===== config.mk =====
export PLATFORM = sky130hd
export DESIGN_NAME = trace_capture_qualifier
export DESIGN_NICKNAME = d
export VERILOG_FILES = /design/src/hdl/tcq_pkg.sv /design/src/hdl/cond_match.sv /design/src/hdl/isa_decode.sv /design/src/hdl/trace_capture_qualifier.sv
export VERILOG_INCLUDE_DIRS = /design/src /design/src/hdl
export SDC_FILE = /design/constraint.sdc
export NUM_CORES = 2
export LEC_CHECK = 0
export BUFFER_PORTS_ARGS = -buffer_cell sky130_fd_sc_hd__buf_2
export CELL_PAD_IN_SITES_DETAIL_PLACEMENT = 1
export CELL_PAD_IN_SITES_GLOBAL_PLACEMENT = 1
export CORE_AREA = 4 4 298 300
export DETAILED_ROUTE_END_ITERATION = 12
export DIE_AREA = 0 0 302 304
export PLACE_DENSITY = 0.89
export SYNTH_ARGS = -nofsm -noshare
export SYNTH_HDL_FRONTEND = slang
export SYNTH_SLANG_ARGS = --single-unit

===== constraint.sdc =====
create_clock -name aclk -period 4.35 [get_ports aclk]
set_clock_uncertainty 0.1 [all_clocks]
set_input_delay 0.2175 -clock aclk [delete_from_list [all_inputs] [get_ports aclk]]
set_output_delay 0.2175 -clock aclk [all_outputs]
set_load 0.01 [all_outputs]

===== src/hdl/tcq_params.svh =====
// Constants of the trace capture qualifier: offsets, fields, resets.
// Assumes inclusion by bare name from each design file.
`ifndef TCQ_PARAMS_SVH
`define TCQ_PARAMS_SVH

// ----------------------------------------------------------------
// Host I/O decode
// ----------------------------------------------------------------
`define TRACE_BASE_DEFAULT 10'h208
`define IO_BLOCK_SIZE 10'h010
`define JUMPER_SETTLE 2'h2

// ----------------------------------------------------------------
// Register offsets
// ----------------------------------------------------------------
`define REG_CTRL 8'h00
`define REG_STATUS 8'h04
`define REG_REPEAT 8'h08
`define REG_POST 8'h0C
`define REG_IRQ_STAT 8'h10
`define REG_IRQ_MASK 8'h14
`define COND_BLOCK 2'h1
`define COND_ADDR_LO 2'h0
`define COND_ADDR_HI 2'h1
`define COND_DATA 2'h2
`define COND_MODE 2'h3

// ----------------------------------------------------------------
// Control fields
// ----------------------------------------------------------------
`define CTRL_FILT_EN 3
`define CTRL_INH_EN 4
`define CTRL_ONCE 5
`define CTRL_ARM 6
`define CTRL_STORE_MASK 8'h3F
`define IRQ_TRIG 0
`define IRQ_STOP 1

// ----------------------------------------------------------------
// Reset values
// ----------------------------------------------------------------
`define CTRL_RST 8'h00
`define REPEAT_RST 16'h0001
`define POST_RST 16'h0000
`define ADDR_LO_RST 24'h000000
`define ADDR_HI_RST 24'hFFFFFF
`define DATA_LO_RST 16'h0000
`define DATA_HI_RST 16'hFFFF
`define RESP_OKAY 2'h0
`define RESP_SLVERR 2'h2

`endif


===== src/hdl/tcq_pkg.sv =====
// Types shared by the trace capture qualifier modules.
// Assumes nothing beyond a SystemVerilog compiler.
package tcq_pkg;

  typedef struct packed {
    logic [23:0] addr;
    logic [15:0] data;
    logic fetch;
    logic write;
    logic [7:0] ext;
    logic trig_in;
  } frame_t;

  typedef enum logic [1:0] {
    CYC_ALL = 2'h0,
    CYC_FETCH = 2'h1,
    CYC_DATA = 2'h2,
    CYC_NONE = 2'h3
  } cyc_mode_t;

  typedef struct packed {
    logic [23:0] addr_lo;
    logic [23:0] addr_hi;
    logic [15:0] data_lo;
    logic [15:0] data_hi;
    logic pattern;
    cyc_mode_t cyc;
  } cond_cfg_t;

  typedef enum logic [1:0] {
    ST_ARMED = 2'h0,
    ST_POST = 2'h1,
    ST_DONE = 2'h3
  } rec_state_t;

  typedef struct packed {
    logic [6:0] j1;
    logic [6:0] j2;
    logic [9:0] a1;
    logic [9:0] a2;
    logic st1;
    logic st2;
    logic [1:0] settle;
    logic [9:0] base;
    logic sel;
    logic [3:0] off;
  } isa_state_t;

  typedef struct packed {
    logic awready;
    logic wready;
    logic bvalid;
    logic [1:0] bresp;
    logic arready;
    logic rvalid;
    logic [1:0] rresp;
    logic [31:0] rdata;
  } axi_state_t;

  typedef struct packed {
    logic [7:0] ctrl;
    logic [15:0] rep;
    logic [15:0] post;
    logic [1:0] imask;
    cond_cfg_t [3:0] cond;
  } cfg_t;

  typedef struct packed {
    logic c1;
    logic c2;
    logic c3;
    frame_t f1;
    frame_t f2;
    logic x1;
    logic x2;
    cfg_t cfg;
    axi_state_t axi;
    logic [1:0] istat;
    logic irq;
    rec_state_t rst;
    logic [15:0] hits;
    logic [15:0] pcnt;
    logic released;
    logic fired_once;
    logic fvalid;
    frame_t fout;
    logic tout;
  } tq_state_t;

endpackage


===== src/hdl/cond_match.sv =====
// One condition set: cycle type, address range and data range.
// Assumes a frame that is stable for the cycle it is compared in.
`timescale 1ns/1ps
`include "tcq_params.svh"

module cond_match import tcq_pkg::*; (
  // Compared frame
  input frame_t frame,
  // Condition settings
  input cond_cfg_t cfg,
  // Result
  output logic met
);

  logic type_ok;
  logic addr_ok;
  logic data_ok;

  always_comb begin
    case (cfg.cyc)
      CYC_ALL: type_ok = 1'b1;
      CYC_FETCH: type_ok = frame.fetch;
      CYC_DATA: type_ok = ~frame.fetch;
      CYC_NONE: type_ok = 1'b0;
      default: type_ok = 1'b0;
    endcase
  end

  // Address with cycle type, and data, each a boolean result
  assign addr_ok = type_ok && (frame.addr >= cfg.addr_lo) &&
                   (frame.addr <= cfg.addr_hi);
  assign data_ok = cfg.pattern ? (frame.data == cfg.data_lo) :
                   ((frame.data >= cfg.data_lo) &&
                    (frame.data <= cfg.data_hi));
  assign met = addr_ok && data_ok;

endmodule


===== src/hdl/isa_decode.sv =====
// Host I/O address decode against the jumper-set base.
// Assumes host strobes and jumpers are asynchronous pins.
`timescale 1ns/1ps
`include "tcq_params.svh"

module isa_decode import tcq_pkg::*; (
  // Clock, reset, enable
  input wire logic aclk,
  input wire logic aresetn,
  input wire logic ce,
  // Host pins
  input wire logic [9:0] isa_addr,
  input wire logic isa_ior_n,
  input wire logic isa_iow_n,
  input wire logic [6:0] base_address_jumper_header,
  // Decode result
  output logic io_select,
  output logic [3:0] io_offset
);

  isa_state_t s;
  isa_state_t next_s;
  logic [9:0] diff;

  assign diff = s.a2 - s.base;

  always_comb begin
    next_s = s;
    next_s.j1 = base_address_jumper_header;
    next_s.j2 = s.j1;
    next_s.a1 = isa_addr;
    next_s.a2 = s.a1;
    next_s.st1 = ~isa_ior_n | ~isa_iow_n;
    next_s.st2 = s.st1;
    if (s.settle != `JUMPER_SETTLE) begin
      next_s.settle = s.settle + 2'h1;
    end
    // Pins A9..A3 only; shorted pair reads as a zero bit
    if (s.settle == `JUMPER_SETTLE) begin
      next_s.base = {~s.j2, 3'h0};
    end
    next_s.sel = s.st2 && (diff < `IO_BLOCK_SIZE);
    if (next_s.sel) begin
      next_s.off = diff[3:0];
    end
  end

  always_ff @(posedge aclk) begin
    if (!aresetn) begin
      s <= '0;
      s.base <= `TRACE_BASE_DEFAULT;
    end else if (ce) begin
      s <= next_s;
    end
  end

  assign io_select = s.sel;
  assign io_offset = s.off;

  a_block_miss: assert property (
    @(posedge aclk) disable iff (!aresetn)
    ce && s.st2 && (diff >= `IO_BLOCK_SIZE) |=> !io_select)
    else $error("select raised outside the 16-address block");

  a_block_hit: assert property (
    @(posedge aclk) disable iff (!aresetn)
    ce && s.st2 && (diff < `IO_BLOCK_SIZE) |=>
    io_select && (io_offset == $past(diff[3:0])))
    else $error("address inside the block not selected");

endmodule


===== src/hdl/trace_capture_qualifier.sv =====
// Trace capture qualifier: frame capture, trigger and filter logic.
// Assumes target strobe and frame pins are asynchronous to aclk and
// the frame is stable for two aclk periods around each strobe edge.
//
// The register offsets and register access over AXI4-Lite are this design's own decisions.
`timescale 1ns/1ps
`include "tcq_params.svh"

module trace_capture_qualifier import tcq_pkg::*; (
  // Clock, reset, enable
  input wire logic aclk,
  input wire logic aresetn,
  input wire logic ce,
  // AXI4-Lite write
  input wire logic awvalid,
  output logic awready,
  input wire logic [7:0] awaddr,
  input wire logic wvalid,
  output logic wready,
  input wire logic [31:0] wdata,
  input wire logic [3:0] wstrb,
  output logic bvalid,
  input wire logic bready,
  output logic [1:0] bresp,
  // AXI4-Lite read
  input wire logic arvalid,
  output logic arready,
  input wire logic [7:0] araddr,
  output logic rvalid,
  input wire logic rready,
  output logic [31:0] rdata,
  output logic [1:0] rresp,
  // Host I/O pins
  input wire logic [9:0] isa_addr,
  input wire logic isa_ior_n,
  input wire logic isa_iow_n,
  input wire logic [6:0] base_address_jumper_header,
  output logic io_select,
  output logic [3:0] io_offset,
  // Target bus cycle
  input wire logic tgt_cycle,
  input wire logic [23:0] tgt_addr,
  input wire logic [15:0] tgt_data,
  input wire logic tgt_fetch,
  input wire logic tgt_write,
  input wire logic [7:0] ext_in,
  // Trigger lines
  input wire logic trig_in,
  input wire logic ext_trig_n,
  output logic trig_out,
  // Recorded frames and interrupt
  output logic frame_valid,
  output frame_t frame_out,
  output logic irq
);

  localparam cond_cfg_t COND_RST = '{
    addr_lo: `ADDR_LO_RST,
    addr_hi: `ADDR_HI_RST,
    data_lo: `DATA_LO_RST,
    data_hi: `DATA_HI_RST,
    pattern: 1'b0,
    cyc: CYC_ALL
  };

  tq_state_t s;
  tq_state_t next_s;
  logic [3:0] met;
  logic cyc_edge;
  logic inhibit;
  logic top_hit;
  logic qual;
  logic fire;
  logic rec;
  logic [16:0] hits_inc;
  logic [15:0] pcnt_inc;
  logic wr_go;
  logic arm;

  // ----------------------------------------------------------------
  // Host I/O decode
  // ----------------------------------------------------------------
  isa_decode u_isa (
    .aclk(aclk),
    .aresetn(aresetn),
    .ce(ce),
    .isa_addr(isa_addr),
    .isa_ior_n(isa_ior_n),
    .isa_iow_n(isa_iow_n),
    .base_address_jumper_header(base_address_jumper_header),
    .io_select(io_select),
    .io_offset(io_offset)
  );

  // ----------------------------------------------------------------
  // Condition sets: 0..2 triggers, 3 filter
  // ----------------------------------------------------------------
  genvar gi;
  for (gi = 0; gi < 4; gi++) begin : g_cond
    cond_match u_cond (
      .frame(s.f2),
      .cfg(s.cfg.cond[gi]),
      .met(met[gi])
    );
  end

  // ----------------------------------------------------------------
  // Register access helpers
  // ----------------------------------------------------------------
  function automatic logic [32:0] rd_word(input logic [7:0] a);
    cond_cfg_t c;
    c = s.cfg.cond[a[5:4]];
    rd_word = {1'b1, 32'h00000000};
    if (a[7:6] == `COND_BLOCK) begin
      case (a[3:2])
        `COND_ADDR_LO: rd_word[31:0] = {8'h00, c.addr_lo};
        `COND_ADDR_HI: rd_word[31:0] = {8'h00, c.addr_hi};
        `COND_DATA: rd_word[31:0] = {c.data_hi, c.data_lo};
        `COND_MODE: rd_word[31:0] = {29'h0, c.pattern, c.cyc};
        default: rd_word[32] = 1'b0;
      endcase
    end else begin
      case (a)
        `REG_CTRL: rd_word[31:0] = {24'h0, s.cfg.ctrl};
        `REG_STATUS: rd_word[31:0] = {s.pcnt, 12'h0, s.released,
                                      s.fired_once, s.rst};
        `REG_REPEAT: rd_word[31:0] = {16'h0, s.cfg.rep};
        `REG_POST: rd_word[31:0] = {16'h0, s.cfg.post};
        `REG_IRQ_STAT: rd_word[31:0] = {30'h0, s.istat};
        `REG_IRQ_MASK: rd_word[31:0] = {30'h0, s.cfg.imask};
        default: rd_word[32] = 1'b0;
      endcase
    end
  endfunction

  function automatic logic [31:0] merge(input logic [31:0] o,
                                        input logic [31:0] d,
                                        input logic [3:0] b);
    for (int k = 0; k < 4; k++) begin
      merge[8*k +: 8] = b[k] ? d[8*k +: 8] : o[8*k +: 8];
    end
  endfunction

  // ----------------------------------------------------------------
  // Trigger qualification
  // ----------------------------------------------------------------
  assign cyc_edge = s.c2 & ~s.c3;
  assign inhibit = s.cfg.ctrl[`CTRL_INH_EN] & ~s.released;
  assign top_hit = s.cfg.ctrl[2] ? met[2] :
                   s.cfg.ctrl[1] ? met[1] :
                   s.cfg.ctrl[0] ? met[0] : 1'b0;
  assign qual = cyc_edge & top_hit & ~inhibit & (s.rst != ST_DONE);
  assign hits_inc = {1'b0, s.hits} + 17'h00001;
  assign fire = qual & (hits_inc >= {1'b0, s.cfg.rep});
  assign rec = cyc_edge & (s.rst != ST_DONE) &
               (~s.cfg.ctrl[`CTRL_FILT_EN] | met[3]);
  assign pcnt_inc = s.pcnt + 16'h0001;
  assign wr_go = s.axi.awready;
  assign arm = wr_go && (awaddr == `REG_CTRL) && wstrb[0] &&
               wdata[`CTRL_ARM];

  // ----------------------------------------------------------------
  // Next state
  // ----------------------------------------------------------------
  always_comb begin
    logic [32:0] cur;
    logic [31:0] w;
    logic [1:0] iset;
    logic [1:0] iclr;
    cond_cfg_t c;
    next_s = s;
    iset = 2'h0;
    iclr = 2'h0;
    cur = rd_word(awaddr);
    w = merge(cur[31:0], wdata, wstrb);
    c = s.cfg.cond[awaddr[5:4]];

    // Pin synchronisers
    next_s.c1 = tgt_cycle;
    next_s.c2 = s.c1;
    next_s.c3 = s.c2;
    next_s.f1 = {tgt_addr, tgt_data, tgt_fetch, tgt_write, ext_in,
                 trig_in};
    next_s.f2 = s.f1;
    next_s.x1 = ext_trig_n;
    next_s.x2 = s.x1;

    // Write channel: both taken on the awready cycle
    if (!s.axi.awready && !s.axi.bvalid && awvalid && wvalid) begin
      next_s.axi.awready = 1'b1;
      next_s.axi.wready = 1'b1;
    end
    if (s.axi.bvalid && bready) begin
      next_s.axi.bvalid = 1'b0;
    end
    if (wr_go) begin
      next_s.axi.awready = 1'b0;
      next_s.axi.wready = 1'b0;
      next_s.axi.bvalid = 1'b1;
      next_s.axi.bresp = cur[32] ? `RESP_OKAY : `RESP_SLVERR;
      if (awaddr[7:6] == `COND_BLOCK) begin
        case (awaddr[3:2])
          `COND_ADDR_LO: c.addr_lo = w[23:0];
          `COND_ADDR_HI: c.addr_hi = w[23:0];
          `COND_DATA: c.data_lo = w[15:0];
          `COND_MODE: c.pattern = w[2];
          default: c.cyc = CYC_ALL;
        endcase
        if (awaddr[3:2] == `COND_DATA) begin
          c.data_hi = w[31:16];
        end
        if (awaddr[3:2] == `COND_MODE) begin
          c.cyc = cyc_mode_t'(w[1:0]);
        end
        next_s.cfg.cond[awaddr[5:4]] = c;
      end else begin
        case (awaddr)
          `REG_CTRL: next_s.cfg.ctrl = w[7:0] & `CTRL_STORE_MASK;
          `REG_REPEAT: next_s.cfg.rep = w[15:0];
          `REG_POST: next_s.cfg.post = w[15:0];
          `REG_IRQ_STAT: iclr = wstrb[0] ? wdata[1:0] : 2'h0;
          `REG_IRQ_MASK: next_s.cfg.imask = w[1:0];
          default: next_s.axi.bresp = `RESP_SLVERR;
        endcase
      end
    end

    // Read channel
    if (!s.axi.arready && !s.axi.rvalid && arvalid) begin
      next_s.axi.arready = 1'b1;
    end
    if (s.axi.rvalid && rready) begin
      next_s.axi.rvalid = 1'b0;
    end
    if (s.axi.arready) begin
      cur = rd_word(araddr);
      next_s.axi.arready = 1'b0;
      next_s.axi.rvalid = 1'b1;
      next_s.axi.rdata = cur[31:0];
      next_s.axi.rresp = cur[32] ? `RESP_OKAY : `RESP_SLVERR;
    end

    // Trigger, recording and post-trigger count
    next_s.released = s.released | s.x2;
    next_s.tout = 1'b0;
    next_s.fvalid = rec;
    if (rec) begin
      next_s.fout = s.f2;
    end
    if (qual) begin
      next_s.hits = fire ? 16'h0000 : hits_inc[15:0];
    end
    if (fire) begin
      next_s.tout = ~(s.cfg.ctrl[`CTRL_ONCE] & s.fired_once);
      next_s.fired_once = 1'b1;
      iset[`IRQ_TRIG] = 1'b1;
      if (s.rst == ST_ARMED) begin
        next_s.pcnt = 16'h0000;
        if (s.cfg.post == 16'h0000) begin
          next_s.rst = ST_DONE;
          iset[`IRQ_STOP] = 1'b1;
        end else begin
          next_s.rst = ST_POST;
        end
      end
    end
    if ((s.rst == ST_POST) && rec) begin
      next_s.pcnt = pcnt_inc;
      if (pcnt_inc == s.cfg.post) begin
        next_s.rst = ST_DONE;
        iset[`IRQ_STOP] = 1'b1;
      end
    end
    if (arm) begin
      next_s.rst = ST_ARMED;
      next_s.hits = 16'h0000;
      next_s.pcnt = 16'h0000;
      next_s.released = 1'b0;
      next_s.fired_once = 1'b0;
    end

    // Sticky events; a new event beats a same-cycle clear
    next_s.istat = (s.istat & ~iclr) | iset;
    next_s.irq = |(next_s.istat & next_s.cfg.imask);
  end

  always_ff @(posedge aclk) begin
    if (!aresetn) begin
      s <= '0;
      s.cfg.ctrl <= `CTRL_RST;
      s.cfg.rep <= `REPEAT_RST;
      s.cfg.post <= `POST_RST;
      s.cfg.cond <= {4{COND_RST}};
    end else if (ce) begin
      s <= next_s;
    end
  end

  // ----------------------------------------------------------------
  // Outputs
  // ----------------------------------------------------------------
  assign awready = s.axi.awready;
  assign wready = s.axi.wready;
  assign bvalid = s.axi.bvalid;
  assign bresp = s.axi.bresp;
  assign arready = s.axi.arready;
  assign rvalid = s.axi.rvalid;
  assign rdata = s.axi.rdata;
  assign rresp = s.axi.rresp;
  assign trig_out = s.tout;
  assign frame_valid = s.fvalid;
  assign frame_out = s.fout;
  assign irq = s.irq;

  // ----------------------------------------------------------------
  // Checks
  // ----------------------------------------------------------------
  a_all_frames: assert property (
    @(posedge aclk) disable iff (!aresetn)
    ce && cyc_edge && (s.rst != ST_DONE) &&
    !s.cfg.ctrl[`CTRL_FILT_EN] |=>
    frame_valid && (frame_out == $past(s.f2)))
    else $error("unfiltered bus cycle not recorded");

  a_filter_gate: assert property (
    @(posedge aclk) disable iff (!aresetn)
    ce && cyc_edge && s.cfg.ctrl[`CTRL_FILT_EN] && !met[3] |=>
    !frame_valid)
    else $error("frame recorded with filter not met");

  a_default_quiet: assert property (
    @(posedge aclk) disable iff (!aresetn)
    ce && (s.cfg.ctrl[2:0] == 3'h0) |=> !trig_out)
    else $error("trigger with no trigger set enabled");

  a_inhibit_low: assert property (
    @(posedge aclk) disable iff (!aresetn)
    ce && s.cfg.ctrl[`CTRL_INH_EN] && !s.released |=> !trig_out)
    else $error("trigger while external inhibit holds");

  a_pulse_width: assert property (
    @(posedge aclk) disable iff (!aresetn)
    ce && trig_out |=> !trig_out)
    else $error("trigger output wider than one cycle");

  a_once_only: assert property (
    @(posedge aclk) disable iff (!aresetn)
    ce && s.cfg.ctrl[`CTRL_ONCE] && s.fired_once |=> !trig_out)
    else $error("second pulse in pulse-once mode");

  a_repeat_wait: assert property (
    @(posedge aclk) disable iff (!aresetn)
    ce && qual && !arm && (hits_inc < {1'b0, s.cfg.rep}) |=>
    !trig_out && (s.hits == $past(hits_inc[15:0])))
    else $error("trigger before repeat count reached");

  a_post_stop: assert property (
    @(posedge aclk) disable iff (!aresetn)
    ce && (s.rst == ST_POST) && rec && (pcnt_inc == s.cfg.post) &&
    !arm |=> (s.rst == ST_DONE) ##1 !frame_valid)
    else $error("recording did not stop after post count");

  a_write_resp: assert property (
    @(posedge aclk) disable iff (!aresetn)
    ce && wr_go |=> bvalid && !awready)
    else $error("write taken without response");

endmodule


==> flow_metrics.py <==
metrics = {
    "finish": {
        "fillCellCount": 9747,
        "nets": 5168,
        "drive_gt1_frac": 0.160,
        "seq_area_um2": 13200,
        "area_delta_synth_final_pct": 14.0,
        "multi_input_area_um2": 24700,
    },
    "status": {
        "violations": "max-capacitance violations, max-slew violations",
        "outcome": "complete, but fails checks",
    },
    "timing": {
        "hold_viol_final": 0,
        "tns_ns": 0,
        "min_period_ns": 4.23,
        "fin_ws_ns": 0.123,
        "maxSlewHeadroom": -0.0839,
        "worstMarginPinSlew_ns": 1.58,
        "report.final.slew_viol_count": 6,
        "final.period_utilization": 0.972,
        "rsz0062_at_grt": "false",
        "clock.fmax_mhz": 237,
        "setup_viol": 0,
    },
    "drt": {
        "drcViolationCount": 0,
        "vias": 41200,
        "dr.pass1.iters": 9,
        "via_per_inst": 6.98,
        "detail_route.wl_per_cell_um": 31.8,
        "drt_first_iter_violations": 5973,
        "detail-route-antenna-nets": 0,
        "routed_wl_um": 188000,
    },
    "yosys": {
        "synth_top_cells_by_count": "660 x dfxtp_1, 616 x nand2_1, 374 x inv_1",
        "synth_seq_area_share": 0.322,
        "syn_avg_cell_area_um2": 9.10,
        "netlist_area_um2": 41100,
        "syn_inst": 4513,
        "ys_async_sr_fraction": 0,
        "synthTopCellsByArea": "dfxtp_1 32%, ha_1 11%, mux4_2 9.8%",
        "yosys.area.top_type": "dfxtp_1",
        "synth_cell_types": 78,
        "synth_warnings": 0,
        "yosysMostFrequentCell": "dfxtp_1",
        "synth_top_area_frac": 0.322,
        "ys_ff_latch": 660,
        "synth-edff-count": 0,
        "synth-main-ff-cell": "dfxtp_1",
    },
    "min_path": {
        "hold_start": "aresetn",
        "hold_class": "in2reg",
    },
    "die": {
        "core_um2": 86200,
        "die_h_um": 304,
        "initial_core_util": 0.477,
        "ios": 232,
        "num_rows": 108,
        "dieArea_um2": 91800,
        "die_x_um": 302,
    },
    "job": {
        "max_cap_violations": 1,
    },
    "critical_path": {
        "crit_arrival_ns": 4.66,
        "r2r-start": "s[558]",
        "crit_type": "reg2reg",
        "required_ns": 4.79,
        "path_max_fanout": 36,
        "end_kind": "register",
        "startpoint": "s[558]",
        "start_kind": "register",
    },
    "grt": {
        "antenna_found_initial": 17,
        "grt_pass1_vias": 43000,
        "track_usage": 0.398,
        "overflow": 0,
        "grt_max_degree": 173,
        "grt_pass1_wl_um": 278000,
    },
    "clock_network": {
        "htreeDepth": 3,
        "clkSinkCount": 660,
        "numCtsBuffers": 74,
        "clkTransAtPathRegs_ns": 0.07,
        "cts_root_buf": "clkbuf_16",
        "cts_buffer_depth": 3,
        "cts_tree": "done",
        "worstSkewPairLatency_ns": 0.68,
    },
    "placed_design": {
        "portBuffers": 229,
        "place_congestion": 1.01,
        "dp_hpwl_um": 117000,
        "place_ws_ns": 0.167,
    },
    "power_and_ir_drop": {
        "ir_drop_uv": 230,
        "power_leakage_nw": 22.8,
        "power_density_nw_per_um2": 319,
    },
}
[layer usage]
metal	GRT usage	routed length, µm	vias up
li1	-	-	16500
met1	0.446	63400	19900
met5	0	105	-
met3	0.144	24100	1324
met2	0.600	79800	3449
met4	0.332	20300	16
[cells in the final DEF (no fill, tap or decap), types with 19 or more instances in the layout]
master	instances
ha_1	345
nand3_1	101
a21o_1	35
mux4_2	178
o211a_1	169
nor3_1	22
nand4_1	77
inv_1	374
dlygate4sd3_1	96
a21oi_1	206
o211ai_1	179
a21boi_0	101
xnor2_1	27
a221oi_1	36
o22ai_1	19
dfxtp_1	655
nand2_1	615
o21ai_0	107
clkbuf_16	77
a22oi_1	24
nor3b_1	20
buf_2	223
buf_4	152
nor2_1	119
mux2i_1	243
nor2b_1	189
[kinds of logic after synthesis]
kind of cell,count (synthesis),synth area share
buffers and inverters,764,0.0798
AND/OR/NAND/NOR,1277,0.148
AO/OA/AOI/OAI,988,0.175
multiplexers,437,0.161
adder cells (fa/ha/maj),346,0.106
other,1,0.0000913
XOR/XNOR,40,0.00853
flip-flops,660,0.322
[layout make-up]
type	count	share of cell area
multi-input combinational	3090	0.528
tap	1155	0.0309
timing repair buffer	490	0.0761
inverter	374	0.0300
sequential	660	0.282
antenna	7	0.000374
clock inverter	30	0.00753
clock buffer	100	0.0453
[through the flow]
step | area (µm²) | util | total power, mW | hold slack [ns] | cells
2_1_floorplan | 41100 | - | 7.28 | 0.225 | 4514
3_3_place_gp | 43300 | 0.502 | 7.92 | 0.326 | 5671
3_5_place_dp | 43300 | 0.502 | 7.98 | 0.325 | 5671
4_1_cts | 46800 | 0.542 | 14.6 | 0.0196 | 5897
5_1_grt | 46800 | 0.543 | 15.2 | 0.0701 | 5899
6_report | 46800 | 0.543 | 14.9 | 0.0203 | 5906
[power breakdown]
| part | internal, mW | leakage [nW] | switching [mW] |
|---|---|---|---|
| registers | 6.14 | 5.35 | 0.112 |
| clock network | 3.85 | 1.23 | 2.96 |
| logic | 0.672 | 16.2 | 1.19 |
| total | 10.7 | 22.8 | 4.26 |
[repair_timing]
item | in CTS | in global routing
gates resized for setup | 0 | 11
setup buffers | 0 | 1
endpoints found under the hold margin | 119 | 0
endpoints found under the setup margin | 0 | 31
hold buffers | 96 | 0
[critical path, stage by stage (launching register included)]
cell and delay [ns]:
dfxtp_1 0.32, buf_4 0.19, ha_1 0.41, nand4_1 0.32, nor4_1 0.65, o31ai_1 0.20
a221oi_1 0.58, nor4_4 0.09, buf_12 0.23, nand2_2 0.14, buf_4 0.35, nand2_1 0.15
a21boi_0 0.30
[worst paths after layout]
check | endpoint | cells past startpoint | slack, ns
max | frame_out[6] | 12 | 0.12
min | register | 2 | 0.02
max reg2reg | frame_out[6] | 12 | 0.12
min reg2reg | frame_out[45] | 2 | 0.37
No activity file was read; power rests on OpenSTA's default activity.
